===== src/shared/sfo_map.vh =====
`ifndef SFO_MAP_VH
`define SFO_MAP_VH
// register byte addresses (printed offsets are not multiples of four: index times four)
`define SFO_IDX_PATH        8'h21
`define SFO_IDX_VDUR        8'h22
`define SFO_IDX_HWID        8'h23
`define SFO_IDX_POL         8'h24
`define SFO_IDX_CLK         8'h25
`define SFO_IDX_STAT        8'h30
`define SFO_ADDR_PATH       10'h084
`define SFO_ADDR_VDUR       10'h088
`define SFO_ADDR_HWID       10'h08C
`define SFO_ADDR_POL        10'h090
`define SFO_ADDR_CLK        10'h094
`define SFO_ADDR_STAT       10'h0C0
// field positions
`define SFO_B_REGEN         7
`define SFO_B_PLLF          6
`define SFO_B_VFILT         5
`define SFO_B_VDUR          4
`define SFO_B_AOMODE        3
`define SFO_B_AOLEN         2
`define SFO_B_HPOL          7
`define SFO_B_VPOL          6
`define SFO_B_DEPOL         5
`define SFO_B_FPOL          4
`define SFO_B_GPOL          3
`define SFO_B_GSEL_HI       2
`define SFO_B_GSEL_LO       1
`define SFO_B_CINV          0
`define SFO_B_CSEL_HI       7
`define SFO_B_CSEL_LO       6
// reset values
`define SFO_RST_PATH        8'hCC
`define SFO_RST_VDUR        8'h04
`define SFO_RST_HWID        8'h20
`define SFO_RST_POL         8'hFE
`define SFO_RST_CLK         8'h70
// timing counts in clocks
`define SFO_AO_DELAY_SHORT  5'd10
`define SFO_AO_DELAY_LONG   5'd16
`define SFO_AO_SAMPLES      3'd6
`endif


===== src/hdl/sfo_sync_output.v =====
// Local design decision: the AXI4-Lite slave port.
`timescale 1ns/1ps
`include "sfo_map.vh"
module sfo_sync_output #(
	parameter REP_W = 2
) (
	input  wire             clk,
	input  wire             sys_rst,
	input  wire [9:0]       s_axi_awaddr,
	input  wire             s_axi_awvalid,
	output reg              s_axi_awready,
	input  wire [31:0]      s_axi_wdata,
	input  wire [3:0]       s_axi_wstrb,
	input  wire             s_axi_wvalid,
	output reg              s_axi_wready,
	output reg  [1:0]       s_axi_bresp,
	output reg              s_axi_bvalid,
	input  wire             s_axi_bready,
	input  wire [9:0]       s_axi_araddr,
	input  wire             s_axi_arvalid,
	output reg              s_axi_arready,
	output reg  [31:0]      s_axi_rdata,
	output reg  [1:0]       s_axi_rresp,
	output reg              s_axi_rvalid,
	input  wire             s_axi_rready,
	input  wire             digitalPath,
	input  wire [REP_W-1:0] pixelRepeat,
	input  wire             rawHsyncPin,
	input  wire             rawVsyncPin,
	input  wire             greenSyncPin,
	input  wire             clampPin,
	input  wire             regenHsync,
	input  wire             filtHsync,
	input  wire             dataEnableIn,
	input  wire             fieldIn,
	output reg              pllHsync,
	output reg              procHsync,
	output reg              aoSample,
	output reg              outHsync,
	output reg              outVsync,
	output reg              outDataEnable,
	output reg              outField,
	output reg              green_embedded_sync,
	output reg              outClk
);
	// ----------------------------------------
	// registers and bus state
	// ----------------------------------------
	reg  [7:0] pathCtl;
	reg  [7:0] vDur;
	reg  [7:0] hWidth;
	reg  [7:0] polSel;
	reg  [7:0] clkDrive;
	reg  [9:0] wrAddr;
	reg        haveAw;
	reg  [7:0] wrData;
	reg        wrLane;
	reg        haveW;
	wire [3:0] pinLevel;
	wire       rawHs;
	wire       rawVs;
	wire       greenIn;
	wire       clampIn;
	reg        vsActive;
	reg  [2:0] clkPhase;

	// shared decode for reads and writes
	function [2:0] decode;
		input [9:0] addr;
		begin
			case (addr)
				`SFO_ADDR_PATH: decode = 3'd1;
				`SFO_ADDR_VDUR: decode = 3'd2;
				`SFO_ADDR_HWID: decode = 3'd3;
				`SFO_ADDR_POL:  decode = 3'd4;
				`SFO_ADDR_CLK:  decode = 3'd5;
				`SFO_ADDR_STAT: decode = 3'd6;
				default:        decode = 3'd0;
			endcase
		end
	endfunction

	sfo_edge_sync #(
		.WIDTH (4)
	) pinSync (
		.clk      (clk),
		.sys_rst  (sys_rst),
		.pinIn    ({clampPin, greenSyncPin, rawVsyncPin, rawHsyncPin}),
		.levelOut (pinLevel)
	);
	assign rawHs   = pinLevel[0];
	assign rawVs   = pinLevel[1];
	assign greenIn = pinLevel[2];
	assign clampIn = pinLevel[3];

	// ----------------------------------------
	// axi4-lite write: address and data taken in either order
	// ----------------------------------------
	always @(posedge clk) begin
		if (sys_rst) begin
			s_axi_awready <= 1'b0;
			s_axi_wready  <= 1'b0;
			s_axi_bvalid  <= 1'b0;
			s_axi_bresp   <= 2'b00;
			haveAw        <= 1'b0;
			haveW         <= 1'b0;
			wrAddr        <= 10'h000;
			wrData        <= 8'h00;
			wrLane        <= 1'b0;
			pathCtl       <= `SFO_RST_PATH;
			vDur          <= `SFO_RST_VDUR;
			hWidth        <= `SFO_RST_HWID;
			polSel        <= `SFO_RST_POL;
			clkDrive      <= `SFO_RST_CLK;
		end else begin
			s_axi_awready <= !haveAw && !s_axi_awready && s_axi_awvalid && !s_axi_bvalid;
			s_axi_wready  <= !haveW && !s_axi_wready && s_axi_wvalid && !s_axi_bvalid;
			if (s_axi_awvalid && s_axi_awready) begin
				haveAw <= 1'b1;
				wrAddr <= s_axi_awaddr;
			end
			if (s_axi_wvalid && s_axi_wready) begin
				haveW  <= 1'b1;
				wrData <= s_axi_wdata[7:0];
				wrLane <= s_axi_wstrb[0];
			end
			// registers hold until a full write arrives
			if (haveAw && haveW) begin
				haveAw       <= 1'b0;
				haveW        <= 1'b0;
				s_axi_bvalid <= 1'b1;
				s_axi_bresp  <= (decode(wrAddr) == 3'd0 || decode(wrAddr) == 3'd6) ?
					2'b10 : 2'b00;
				if (wrLane) begin
					case (decode(wrAddr))
						3'd1: pathCtl  <= wrData;
						3'd2: vDur     <= wrData;
						3'd3: hWidth   <= wrData;
						3'd4: polSel   <= wrData;
						3'd5: clkDrive <= wrData;
						default: pathCtl <= pathCtl;
					endcase
				end
			end else if (s_axi_bvalid && s_axi_bready) begin
				s_axi_bvalid <= 1'b0;
			end
		end
	end

	// ----------------------------------------
	// axi4-lite read, unmapped answers slverr with zero data
	// ----------------------------------------
	always @(posedge clk) begin
		if (sys_rst) begin
			s_axi_arready <= 1'b0;
			s_axi_rvalid  <= 1'b0;
			s_axi_rdata   <= 32'h0000_0000;
			s_axi_rresp   <= 2'b00;
		end else begin
			s_axi_arready <= !s_axi_arready && s_axi_arvalid && !s_axi_rvalid;
			if (s_axi_arvalid && s_axi_arready) begin
				s_axi_rvalid <= 1'b1;
				s_axi_rresp  <= (decode(s_axi_araddr) == 3'd0) ? 2'b10 : 2'b00;
				case (decode(s_axi_araddr))
					3'd1: s_axi_rdata <= {24'h00_0000, pathCtl};
					3'd2: s_axi_rdata <= {24'h00_0000, vDur};
					3'd3: s_axi_rdata <= {24'h00_0000, hWidth};
					3'd4: s_axi_rdata <= {24'h00_0000, polSel};
					3'd5: s_axi_rdata <= {24'h00_0000, clkDrive};
					3'd6: s_axi_rdata <= {24'h00_0000, vsActive, aoSample, procHsync,
						pllHsync, outHsync, outVsync, clkPhase[1:0]};
					default: s_axi_rdata <= 32'h0000_0000;
				endcase
			end else if (s_axi_rvalid && s_axi_rready) begin
				s_axi_rvalid <= 1'b0;
			end
		end
	end

	// ----------------------------------------
	// hsync routing
	// ----------------------------------------
	reg        hsPrev;
	reg  [7:0] hsCount;
	reg        hsPulse;
	wire       hsRise;
	assign hsRise = procHsync && !hsPrev;

	// pll and processing hsync sources
	always @(posedge clk) begin
		if (sys_rst) begin
			pllHsync  <= 1'b0;
			procHsync <= 1'b0;
			hsPrev    <= 1'b0;
		end else begin
			pllHsync  <= pathCtl[`SFO_B_PLLF] ? filtHsync : rawHs;
			procHsync <= pathCtl[`SFO_B_REGEN] ? regenHsync : rawHs;
			hsPrev    <= procHsync;
		end
	end

	// output hsync width counter; width 0 gives no pulse
	always @(posedge clk) begin
		if (sys_rst) begin
			hsCount <= 8'h00;
			hsPulse <= 1'b0;
		end else if (hsRise && hWidth != 8'h00) begin
			hsCount <= hWidth - 8'h01;
			hsPulse <= 1'b1;
		end else if (hsCount != 8'h00) begin
			hsCount <= hsCount - 8'h01;
		end else begin
			hsPulse <= 1'b0;
		end
	end

	// ----------------------------------------
	// vsync filter and duration restore
	// ----------------------------------------
	reg        vsAligned;
	reg        vsPrev;
	reg  [7:0] vsCount;
	reg        vsRestored;
	wire       vsFiltered;

	// sampling vsync on hsync edges fixes the relation but delays both edges by up to one line
	always @(posedge clk) begin
		if (sys_rst) begin
			vsAligned <= 1'b0;
		end else if (hsRise) begin
			vsAligned <= rawVs;
		end
	end
	assign vsFiltered = pathCtl[`SFO_B_VFILT] ? vsAligned : rawVs;

	// duration counted in processing hsync periods
	always @(posedge clk) begin
		if (sys_rst) begin
			vsPrev     <= 1'b0;
			vsCount    <= 8'h00;
			vsRestored <= 1'b0;
			vsActive   <= 1'b0;
		end else begin
			vsPrev <= vsFiltered;
			if (vsFiltered && !vsPrev && vDur != 8'h00) begin
				vsCount    <= vDur;
				vsRestored <= 1'b1;
			end else if (vsRestored && hsRise) begin
				vsCount <= vsCount - 8'h01;
				if (vsCount == 8'h01) begin
					vsRestored <= 1'b0;
				end
			end
			vsActive <= pathCtl[`SFO_B_VDUR] ? vsRestored : vsFiltered;
		end
	end

	// ----------------------------------------
	// auto-offset sampling window
	// ----------------------------------------
	localparam AO_IDLE = 2'd0;
	localparam AO_WAIT = 2'd1;
	localparam AO_RUN  = 2'd2;
	reg  [1:0] aoState;
	reg  [4:0] aoCount;
	reg        clampPrev;

	always @(posedge clk) begin
		if (sys_rst) begin
			aoState   <= AO_IDLE;
			aoCount   <= 5'd0;
			aoSample  <= 1'b0;
			clampPrev <= 1'b0;
		end else begin
			clampPrev <= clampIn;
			if (!pathCtl[`SFO_B_AOMODE]) begin
				aoState  <= AO_IDLE;
				aoSample <= clampIn;
			end else begin
				case (aoState)
					AO_IDLE: begin
						aoSample <= 1'b0;
						if (clampPrev && !clampIn) begin
							aoState <= AO_WAIT;
							aoCount <= (pathCtl[`SFO_B_AOLEN] ? `SFO_AO_DELAY_LONG
								: `SFO_AO_DELAY_SHORT) - 5'd1;
						end
					end
					AO_WAIT: begin
						if (aoCount == 5'd1) begin
							aoState  <= AO_RUN;
							aoSample <= 1'b1;
							aoCount  <= {2'b00, `SFO_AO_SAMPLES};
						end else begin
							aoCount <= aoCount - 5'd1;
						end
					end
					AO_RUN: begin
						if (aoCount == 5'd1) begin
							aoState  <= AO_IDLE;
							aoSample <= 1'b0;
						end else begin
							aoCount <= aoCount - 5'd1;
						end
					end
					default: aoState <= AO_IDLE;
				endcase
			end
		end
	end

	// ----------------------------------------
	// output polarity and green sync pin
	// ----------------------------------------
	reg greenSrc;
	always @* begin
		case (polSel[`SFO_B_GSEL_HI:`SFO_B_GSEL_LO])
			2'b00:   greenSrc = greenIn;
			2'b01:   greenSrc = rawHs;
			2'b10:   greenSrc = regenHsync;
			default: greenSrc = pllHsync;
		endcase
	end

	// a polarity bit of 0 inverts the active-high internal level
	always @(posedge clk) begin
		if (sys_rst) begin
			outHsync            <= 1'b1;
			outVsync            <= 1'b1;
			outDataEnable       <= 1'b1;
			outField            <= 1'b1;
			green_embedded_sync <= 1'b1;
		end else begin
			outHsync      <= ~(hsPulse ^ polSel[`SFO_B_HPOL]);
			outVsync      <= ~(vsActive ^ polSel[`SFO_B_VPOL]);
			outDataEnable <= ~(dataEnableIn ^ polSel[`SFO_B_DEPOL]);
			outField      <= ~(fieldIn ^ polSel[`SFO_B_FPOL]);
			// digital path keeps the green pin at its selected, uninverted source
			green_embedded_sync <= digitalPath ? greenSrc
				: ~(greenSrc ^ polSel[`SFO_B_GPOL]);
		end
	end

	// ----------------------------------------
	// output clock: every rate is a tap of one phase counter, so 2x tops out at clk/2
	// ----------------------------------------
	reg  [REP_W-1:0] repCount;
	reg              oneXEn;
	reg              next_outClk;

	// pixel repetition divides the link clock down to the 1x rate
	always @(posedge clk) begin
		if (sys_rst) begin
			repCount <= {REP_W{1'b0}};
			oneXEn   <= 1'b1;
		end else if (digitalPath && pixelRepeat != {REP_W{1'b0}}) begin
			oneXEn   <= (repCount == pixelRepeat);
			repCount <= (repCount == pixelRepeat) ? {REP_W{1'b0}} : repCount + 1'b1;
		end else begin
			oneXEn   <= 1'b1;
			repCount <= {REP_W{1'b0}};
		end
	end

	// phase counter: bit 0 is 2x, bit 1 is 1x, bit 2 is half rate
	always @(posedge clk) begin
		if (sys_rst) begin
			clkPhase <= 3'd0;
		end else if (oneXEn) begin
			clkPhase <= clkPhase + 3'd1;
		end
	end

	always @* begin
		case (clkDrive[`SFO_B_CSEL_HI:`SFO_B_CSEL_LO])
			2'b00:   next_outClk = clkPhase[2];
			2'b01:   next_outClk = clkPhase[1];
			2'b10:   next_outClk = clkPhase[0];
			default: next_outClk = clkPhase[1] ^ clkPhase[0];   // a quarter period off 1x
		endcase
	end

	always @(posedge clk) begin
		if (sys_rst) begin
			outClk <= 1'b0;
		end else begin
			outClk <= next_outClk ^ polSel[`SFO_B_CINV];
		end
	end
endmodule


===== src/hdl/sfo_edge_sync.v =====
`timescale 1ns/1ps
// ----------------------------------------
// three-stage pin synchroniser, change accepted when stages two and three agree
// ----------------------------------------
module sfo_edge_sync #(
	parameter WIDTH = 1
) (
	input  wire             clk,
	input  wire             sys_rst,
	input  wire [WIDTH-1:0] pinIn,
	output reg  [WIDTH-1:0] levelOut
);
	reg [WIDTH-1:0] stageA;
	reg [WIDTH-1:0] stageB;
	reg [WIDTH-1:0] stageC;

	// stageA feeds stageB only, to keep metastability away from logic
	always @(posedge clk) begin
		if (sys_rst) begin
			stageA   <= {WIDTH{1'b0}};
			stageB   <= {WIDTH{1'b0}};
			stageC   <= {WIDTH{1'b0}};
			levelOut <= {WIDTH{1'b0}};
		end else begin
			stageA <= pinIn;
			stageB <= stageA;
			stageC <= stageB;
			// follow stage three once it agrees with stage two, otherwise hold
			levelOut <= ((stageB ~^ stageC) & stageC) | ((stageB ^ stageC) & levelOut);
		end
	end
endmodule


===== config.mk =====
export PLATFORM = sky130hd
export DESIGN_NAME = sfo_sync_output
export DESIGN_NICKNAME = d
export VERILOG_FILES = /design/src/hdl/sfo_sync_output.v /design/src/hdl/sfo_edge_sync.v
export VERILOG_INCLUDE_DIRS = /design/src /design/src/shared
export SDC_FILE = /design/constraint.sdc
export NUM_CORES = 1
export LEC_CHECK = 0
export ABC_AREA = 1
export BUFFER_PORTS_ARGS = -buffer_cell sky130_fd_sc_hd__buf_4
export CAP_MARGIN = 20
export CORE_MARGIN = 3
export CORE_UTILIZATION = 47
export CTS_BUF_LIST = sky130_fd_sc_hd__clkbuf_16
export DETAILED_ROUTE_END_ITERATION = 12
export MAX_ROUTING_LAYER = met4
export PLACE_DENSITY = 0.7
export SYNTH_ARGS = -nofsm -noshare
export SYNTH_HDL_FRONTEND = slang
export SYNTH_SLANG_ARGS = --single-unit

===== constraint.sdc =====
create_clock -name clk -period 3.87 [get_ports clk]
set_clock_uncertainty 0.1 [all_clocks]
set_input_delay 0.1935 -clock clk [delete_from_list [all_inputs] [get_ports clk]]
set_output_delay 0.1935 -clock clk [all_outputs]
set_load 0.01 [all_outputs]

Word-level counts from Yosys, hierarchy flattened

Index checks and enable logic that the tools add are counted.

Add/sub/neg operators: 7
Eq/ne operators: 41
Muxes and demuxes: 45
Bitwise gates (word level): 19
Reductions and logical operators: 60

Operators by type and width:

| operator                                              | number |
|---|---|
| equality test 10 x 8 -> 1 bit (second input constant) | 12 |
| case mux 8 bit (6 select lines)                       | 1 |
| case mux 3 bit (6 select lines)                       | 2 |
| two-way mux 8 bit                                     | 4 |
| nonzero test 8 bit                                    | 3 |
| subtractor 8 x 1 -> 8 bit (second input constant)     | 3 |
| logical AND 1 bit                                     | 21 |
| two-way mux 3 bit                                     | 7 |
| AND reduction 3 bit                                   | 7 |
| two-way mux 5 bit                                     | 4 |
| equality test 3 bit (second input constant)           | 6 |
| two-way mux 1 bit                                     | 17 |
| case mux 5 bit (3 select lines)                       | 1 |
| equality test 3 x 2 -> 1 bit (second input constant)  | 4 |
| nonzero test 2 bit                                    | 6 |
| zero test 1 bit                                       | 10 |
| two-way mux 2 bit                                     | 5 |
| != test 2 bit (second input constant)                 | 5 |
| subtractor 5 x 1 -> 5 bit (second input constant)     | 2 |
| case mux 1 bit (3 select lines)                       | 3 |
| bitwise AND 4 bit                                     | 2 |
| equality test 8 x 1 -> 1 bit (second input constant)  | 1 |
| inverter 1 bit                                        | 7 |
| bitwise XOR 1 bit                                     | 7 |
| other kinds (21)                                      | 32 |

Register bits after elaboration: 163
Input bits: 74
Output and inout port bits: 50
Logic and storage cells: 217

Longest topological paths before layout

Depth in word-level cells: 7
Gate-level depth with buffers: 13

Hierarchy

A second synthesis with hierarchy kept.

Cells, all modules: 899
Area, all modules: 6,483.7 µm²

Modules (own cells, without submodules):

| module          | instances | cells an instance | area each (µm²) | sequential area each (µm²) |
|---|---|---|---|---|
| sfo_sync_output | 1         | 841               | 5,939.4         | 2,422.3 |
| sfo_edge_sync   | 1         | 58                | 544.3           | 320.3 |

Worst setup path after synthesis

No wires, ideal clock.

Path kind: reg-to-reg
Start point: reg hWidth[2]
End point: reg hsCount[6]
Setup time: 0.128 ns
Data arrival time: 1.550 ns
Path slack: 2.092 ns
Stages on the path, launching flop included: 13
Period minus slack after synthesis: 1.778 ns
Cells stage by stage: dfxtp_1 -> nor2_1 -> nand2_1 -> o21ai_4 -> nand2_1 -> o21a_1 -> inv_1 -> ha_1 -> nand3_2 -> nor2_2 -> nand3_1 -> nand3_1 -> nor2_1

Longest elaborated chain between the ends: 3

RTL lines:

| item                                                                              | line                  | text |
|---|---|---|
| start: declaration                                                                | sfo_sync_output.v:51  | `reg [7:0] hWidth;` |
| start signal: assignment                                                          | sfo_sync_output.v:112 | `` hWidth <= `SFO_RST_HWID; `` |
| start signal: assignment                                                          | sfo_sync_output.v:138 | `3'd3: hWidth <= wrData;` |
| parallel branches: the longest is 3 deep, another holds subtractor 8 x 1 -> 8 bit | -                     |  |
| end signal: assignment                                                            | sfo_sync_output.v:208 | `hsCount <= hWidth - 8'h01;` |
| end signal: assignment                                                            | sfo_sync_output.v:211 | `hsCount <= hsCount - 8'h01;` |
| end: declaration                                                                  | sfo_sync_output.v:184 | `reg [7:0] hsCount;` |

Several ways; the timed one is not identified.
A chain may end at the register's enable or synchronous reset.

Worst setup path in the final report

Start point: reg procHsync
End point: reg hsCount[6]

Longest elaborated chain between the ends: 3

RTL lines:

| item                                                           | line                  | text |
|---|---|---|
| start: declaration                                             | sfo_sync_output.v:37  | `output reg procHsync,` |
| start signal: assignment                                       | sfo_sync_output.v:197 | `` procHsync <= pathCtl[`SFO_B_REGEN] ? regenHsync : rawHs; `` |
| logical AND 1 bit (*)                                          | sfo_sync_output.v:187 | `assign hsRise = procHsync && !hsPrev;` |
| logical AND 1 bit (*)                                          | sfo_sync_output.v:207 | `end else if (hsRise && hWidth != 8'h00) begin` |
| two-way mux 8 bit / nonzero test 2 bit (equally long branches) | -                     |  |

Mark *: on every way between the ends. The rest lies on a longest branch, timed or not.

==> flow_metrics.tcl <==
set metrics [dict create \
    synth_edf_count 0 \
    drtAntennaViolNets 0 \
    die_y_um 123.2 \
    path_common_cell "inv_1" \
    fin_total_pwr_mw 3.645 \
    cp-start-kind "flop" \
    synth_top_area_share 0.4248 \
    slew_headroom 0.5173 \
    coreArea_mm2 0.01335 \
    root_buffer "clkbuf_16" \
    syn-cell-area_mm2 0.006456 \
    reg2reg_slack_ns 1.55 \
    crit_path_max_incr_delay_ns 0.39 \
    rsz0062_at_grt "no" \
    grt_usage 0.2231 \
    required_ns 4.05 \
    wl_per_cell_um 13.47 \
    post-synth-top-area-cell "dfxtp_1" \
    netlist_instances 879 \
    yosysSeqAreaShare 0.4248 \
    grt_pass1_vias 5385 \
    num-fill-cells 1259 \
    dpl_cell_area_mm2 0.007029 \
    pre_cts_ws_ns 1.555 \
    synthTopCellsByCount "nand2_1, dfxtp_1, inv_1, nor2_1, a21oi_1" \
    initial_core_util 0.4837 \
    num_rows 42 \
    worstSetupPathType "flop to flop" \
    io_buffers 70 \
    cts-buffers-inserted 17 \
    status "completed" \
    drv_cap 0 \
    nets 1072 \
    synth.most_common_cell "nand2_1" \
    drc_errors 0 \
    path_clk_slew_ns 0.06 \
    slew_viol_final 0 \
    cts_tree "done" \
    fin_ws_ns 1.554 \
    async_flop_share 0 \
    min_path_type "primary input to flop" \
    muxShareOfSynthArea 0 \
    gp_congestion 0.8994 \
    dp.cells 1106 \
    cellLeakagePower_nw 3.534 \
    syn_avg_cell_area_um2 7.345 \
    synth_simple_gate_area_share 0.2647 \
    diodes 0 \
    yosys_register_bits 137 \
    min_period_ns 2.316 \
    cp.arrival_ns 2.50 \
    setup_tns_ns 0 \
    insertion_delay_ns 0.42 \
    layoutNonFillerInstCount 1173 \
    grt_pass1_wl_um 26000 \
    die_area_mm2 0.01518 \
    clockBufferDepth 2 \
    antenna_found_initial 0 \
    htreeDepth 4 \
    yosysWarningCount 0 \
    synthFlopType "dfxtp_1" \
    vias 5811 \
    synth_top_family_by_area "simple AND/OR/NAND/NOR gates" \
    worst_setup_path_end_kind "flop" \
    powerDensity_mw_per_mm2 459.7 \
    fin_crit_sh 0.5985 \
    grt_max_degree 66 \
    cts_sinks 137 \
    slowest_stage "nor2_2" \
    drtIter0Drc 446 \
    worstMarginPinSlew_ns 0.7240 \
    setup_viol 0 \
    overflow 0 \
    crit_chain "inv_1 > nor2_2 > o21ai_4 > nand2_1 > o21a_1 > inv_1 > ha_1 > nand3_2 > inv_1 > nand3_1 > nand2_1 > nand3_1 > nor2_1" \
    synth_compound_gate_area_share 0.1568 \
    max_freq_mhz 431.8 \
    drive_above_1_share 0.1404 \
    viasPerCell 4.954 \
    dr.pass1.iters 5 \
    worst-path-max-fanout 17 \
    area_delta_synth_final_pct 22.81 \
    drt-total-wl_um 15800 \
    synth_cell_types 46 \
    dp.final_hpwl_um 11140 \
    register_area_mm2 0.002743 \
    die_width_um 123.2 \
    synth-xor-area-share 0.01492 \
    ir_drop_mv 0.2906 \
    synthTopCellsByArea "dfxtp_1, nand2_1, inv_1" \
    finalHoldViolCount 0 \
    fin_area_mm2 0.007929 \
    multi_input_area_mm2 0.003090 \
    synth_fa_ha_area_frac 0.02713 \
    ios 124 \
]
-- layout by cell type (no fill, tap or decap), drive strengths merged, types with 2 or more instances in the layout --
master and n:
xor2 3, and3 2, dlygate4sd3 34, ha 14, a31oi 5, buf 73, dfxtp 137, xnor2 8
a21boi 2, nand2 174, nand3 61, clkinvlp 4, inv 118, o21ai 67, nand4 5, clkinv 8
o211ai 24, clkbuf 17, nor4 8, nor3 13, a221oi 2, nor2 107, o2111ai 2, conb 26
a21oi 76
-- report_power, final --
group | switching (mW) | total (mW) | internal (mW)
logic | 0.355 | 0.610 | 0.255
registers | 0.0626 | 1.56 | 1.50
clock network | 0.602 | 1.47 | 0.869
total | 1.02 | 3.65 | 2.63
-- cells by family (layout without fill, tap and decap cells) --
group	Yosys count	in the layout
buffers and inverters	162	255
flip-flops	137	137
AO/OA/AOI/OAI	180	180
adder cells (fa/ha/maj)	14	14
XOR/XNOR	11	11
other	1	26
AND/OR/NAND/NOR	374	374
-- critical path, delay by kind of cell (launching register included) --
family,cells,cell delay (ns)
DFF,1,0.33
and+or+nand+nor,7,0.85
adders and majority gates,1,0.21
buffers and inverters,3,0.19
AOI/OAI and AO/OA,2,0.46
-- through the flow --
stage               hold slack, ns  utilization
floorplan                   0.1939            -
global placement            0.2861       0.5266
detailed placement          0.2915       0.5266
CTS                        0.01012       0.5925
global route               0.08458       0.5940
finish                     0.05679       0.5940
-- registers in the layout, summed over array words and instances (netlist names), 5 cells and up --
| register | count |
|---|---|
| wrAddr | 10 |
| vsCount | 8 |
| hsCount | 8 |
| s_axi_rdata | 8 |
| aoCount | 5 |
| pathCtl | 8 |
| wrData | 8 |
| clkDrive | 8 |
| polSel | 8 |
| hWidth | 8 |
| vDur | 8 |
-- layout make-up --
cell class / instances / area share
clock buffer: 17 / 0.05365
tap: 176 / 0.02777
timing repair buffer: 107 / 0.1136
sequential: 137 / 0.3459
clock inverter: 15 / 0.01436
inverter: 116 / 0.05492
multi-input combinational: 605 / 0.3898
-- per-layer routing --
metal  vias to the layer above  wire, um  track usage
met5                         -         0            -
met4                         0       191      0.05952
met3                        19       953      0.05261
met2                       147      7312       0.3469
met1                      2612      7346       0.2936
li1                       3033         -            -
-- repair_timing --
| item | CTS | global route |
|---|---|---|
| setup endpoints to repair | 0 | 0 |
| hold buffers | 34 | 0 |
| setup buffers | 0 | 0 |
| gates resized for setup | 0 | 0 |
| hold endpoints to repair | 35 | 0 |
-- final timing paths --
path                                start                      endpoint  cells after the start
max                  procHsync$_SDFF_PP0_       hsCount[6]$_SDFFE_PP0P_                     13
min                        pixelRepeat[1]             oneXEn$_SDFF_PP1_                      2
max reg2reg          procHsync$_SDFF_PP0_       hsCount[6]$_SDFFE_PP0P_                     13
min reg2reg  pinSync.stageA[0]$_SDFF_PP0_  pinSync.stageB[0]$_SDFF_PP0_                      2
No activity file was read; power rests on OpenSTA's default activity.
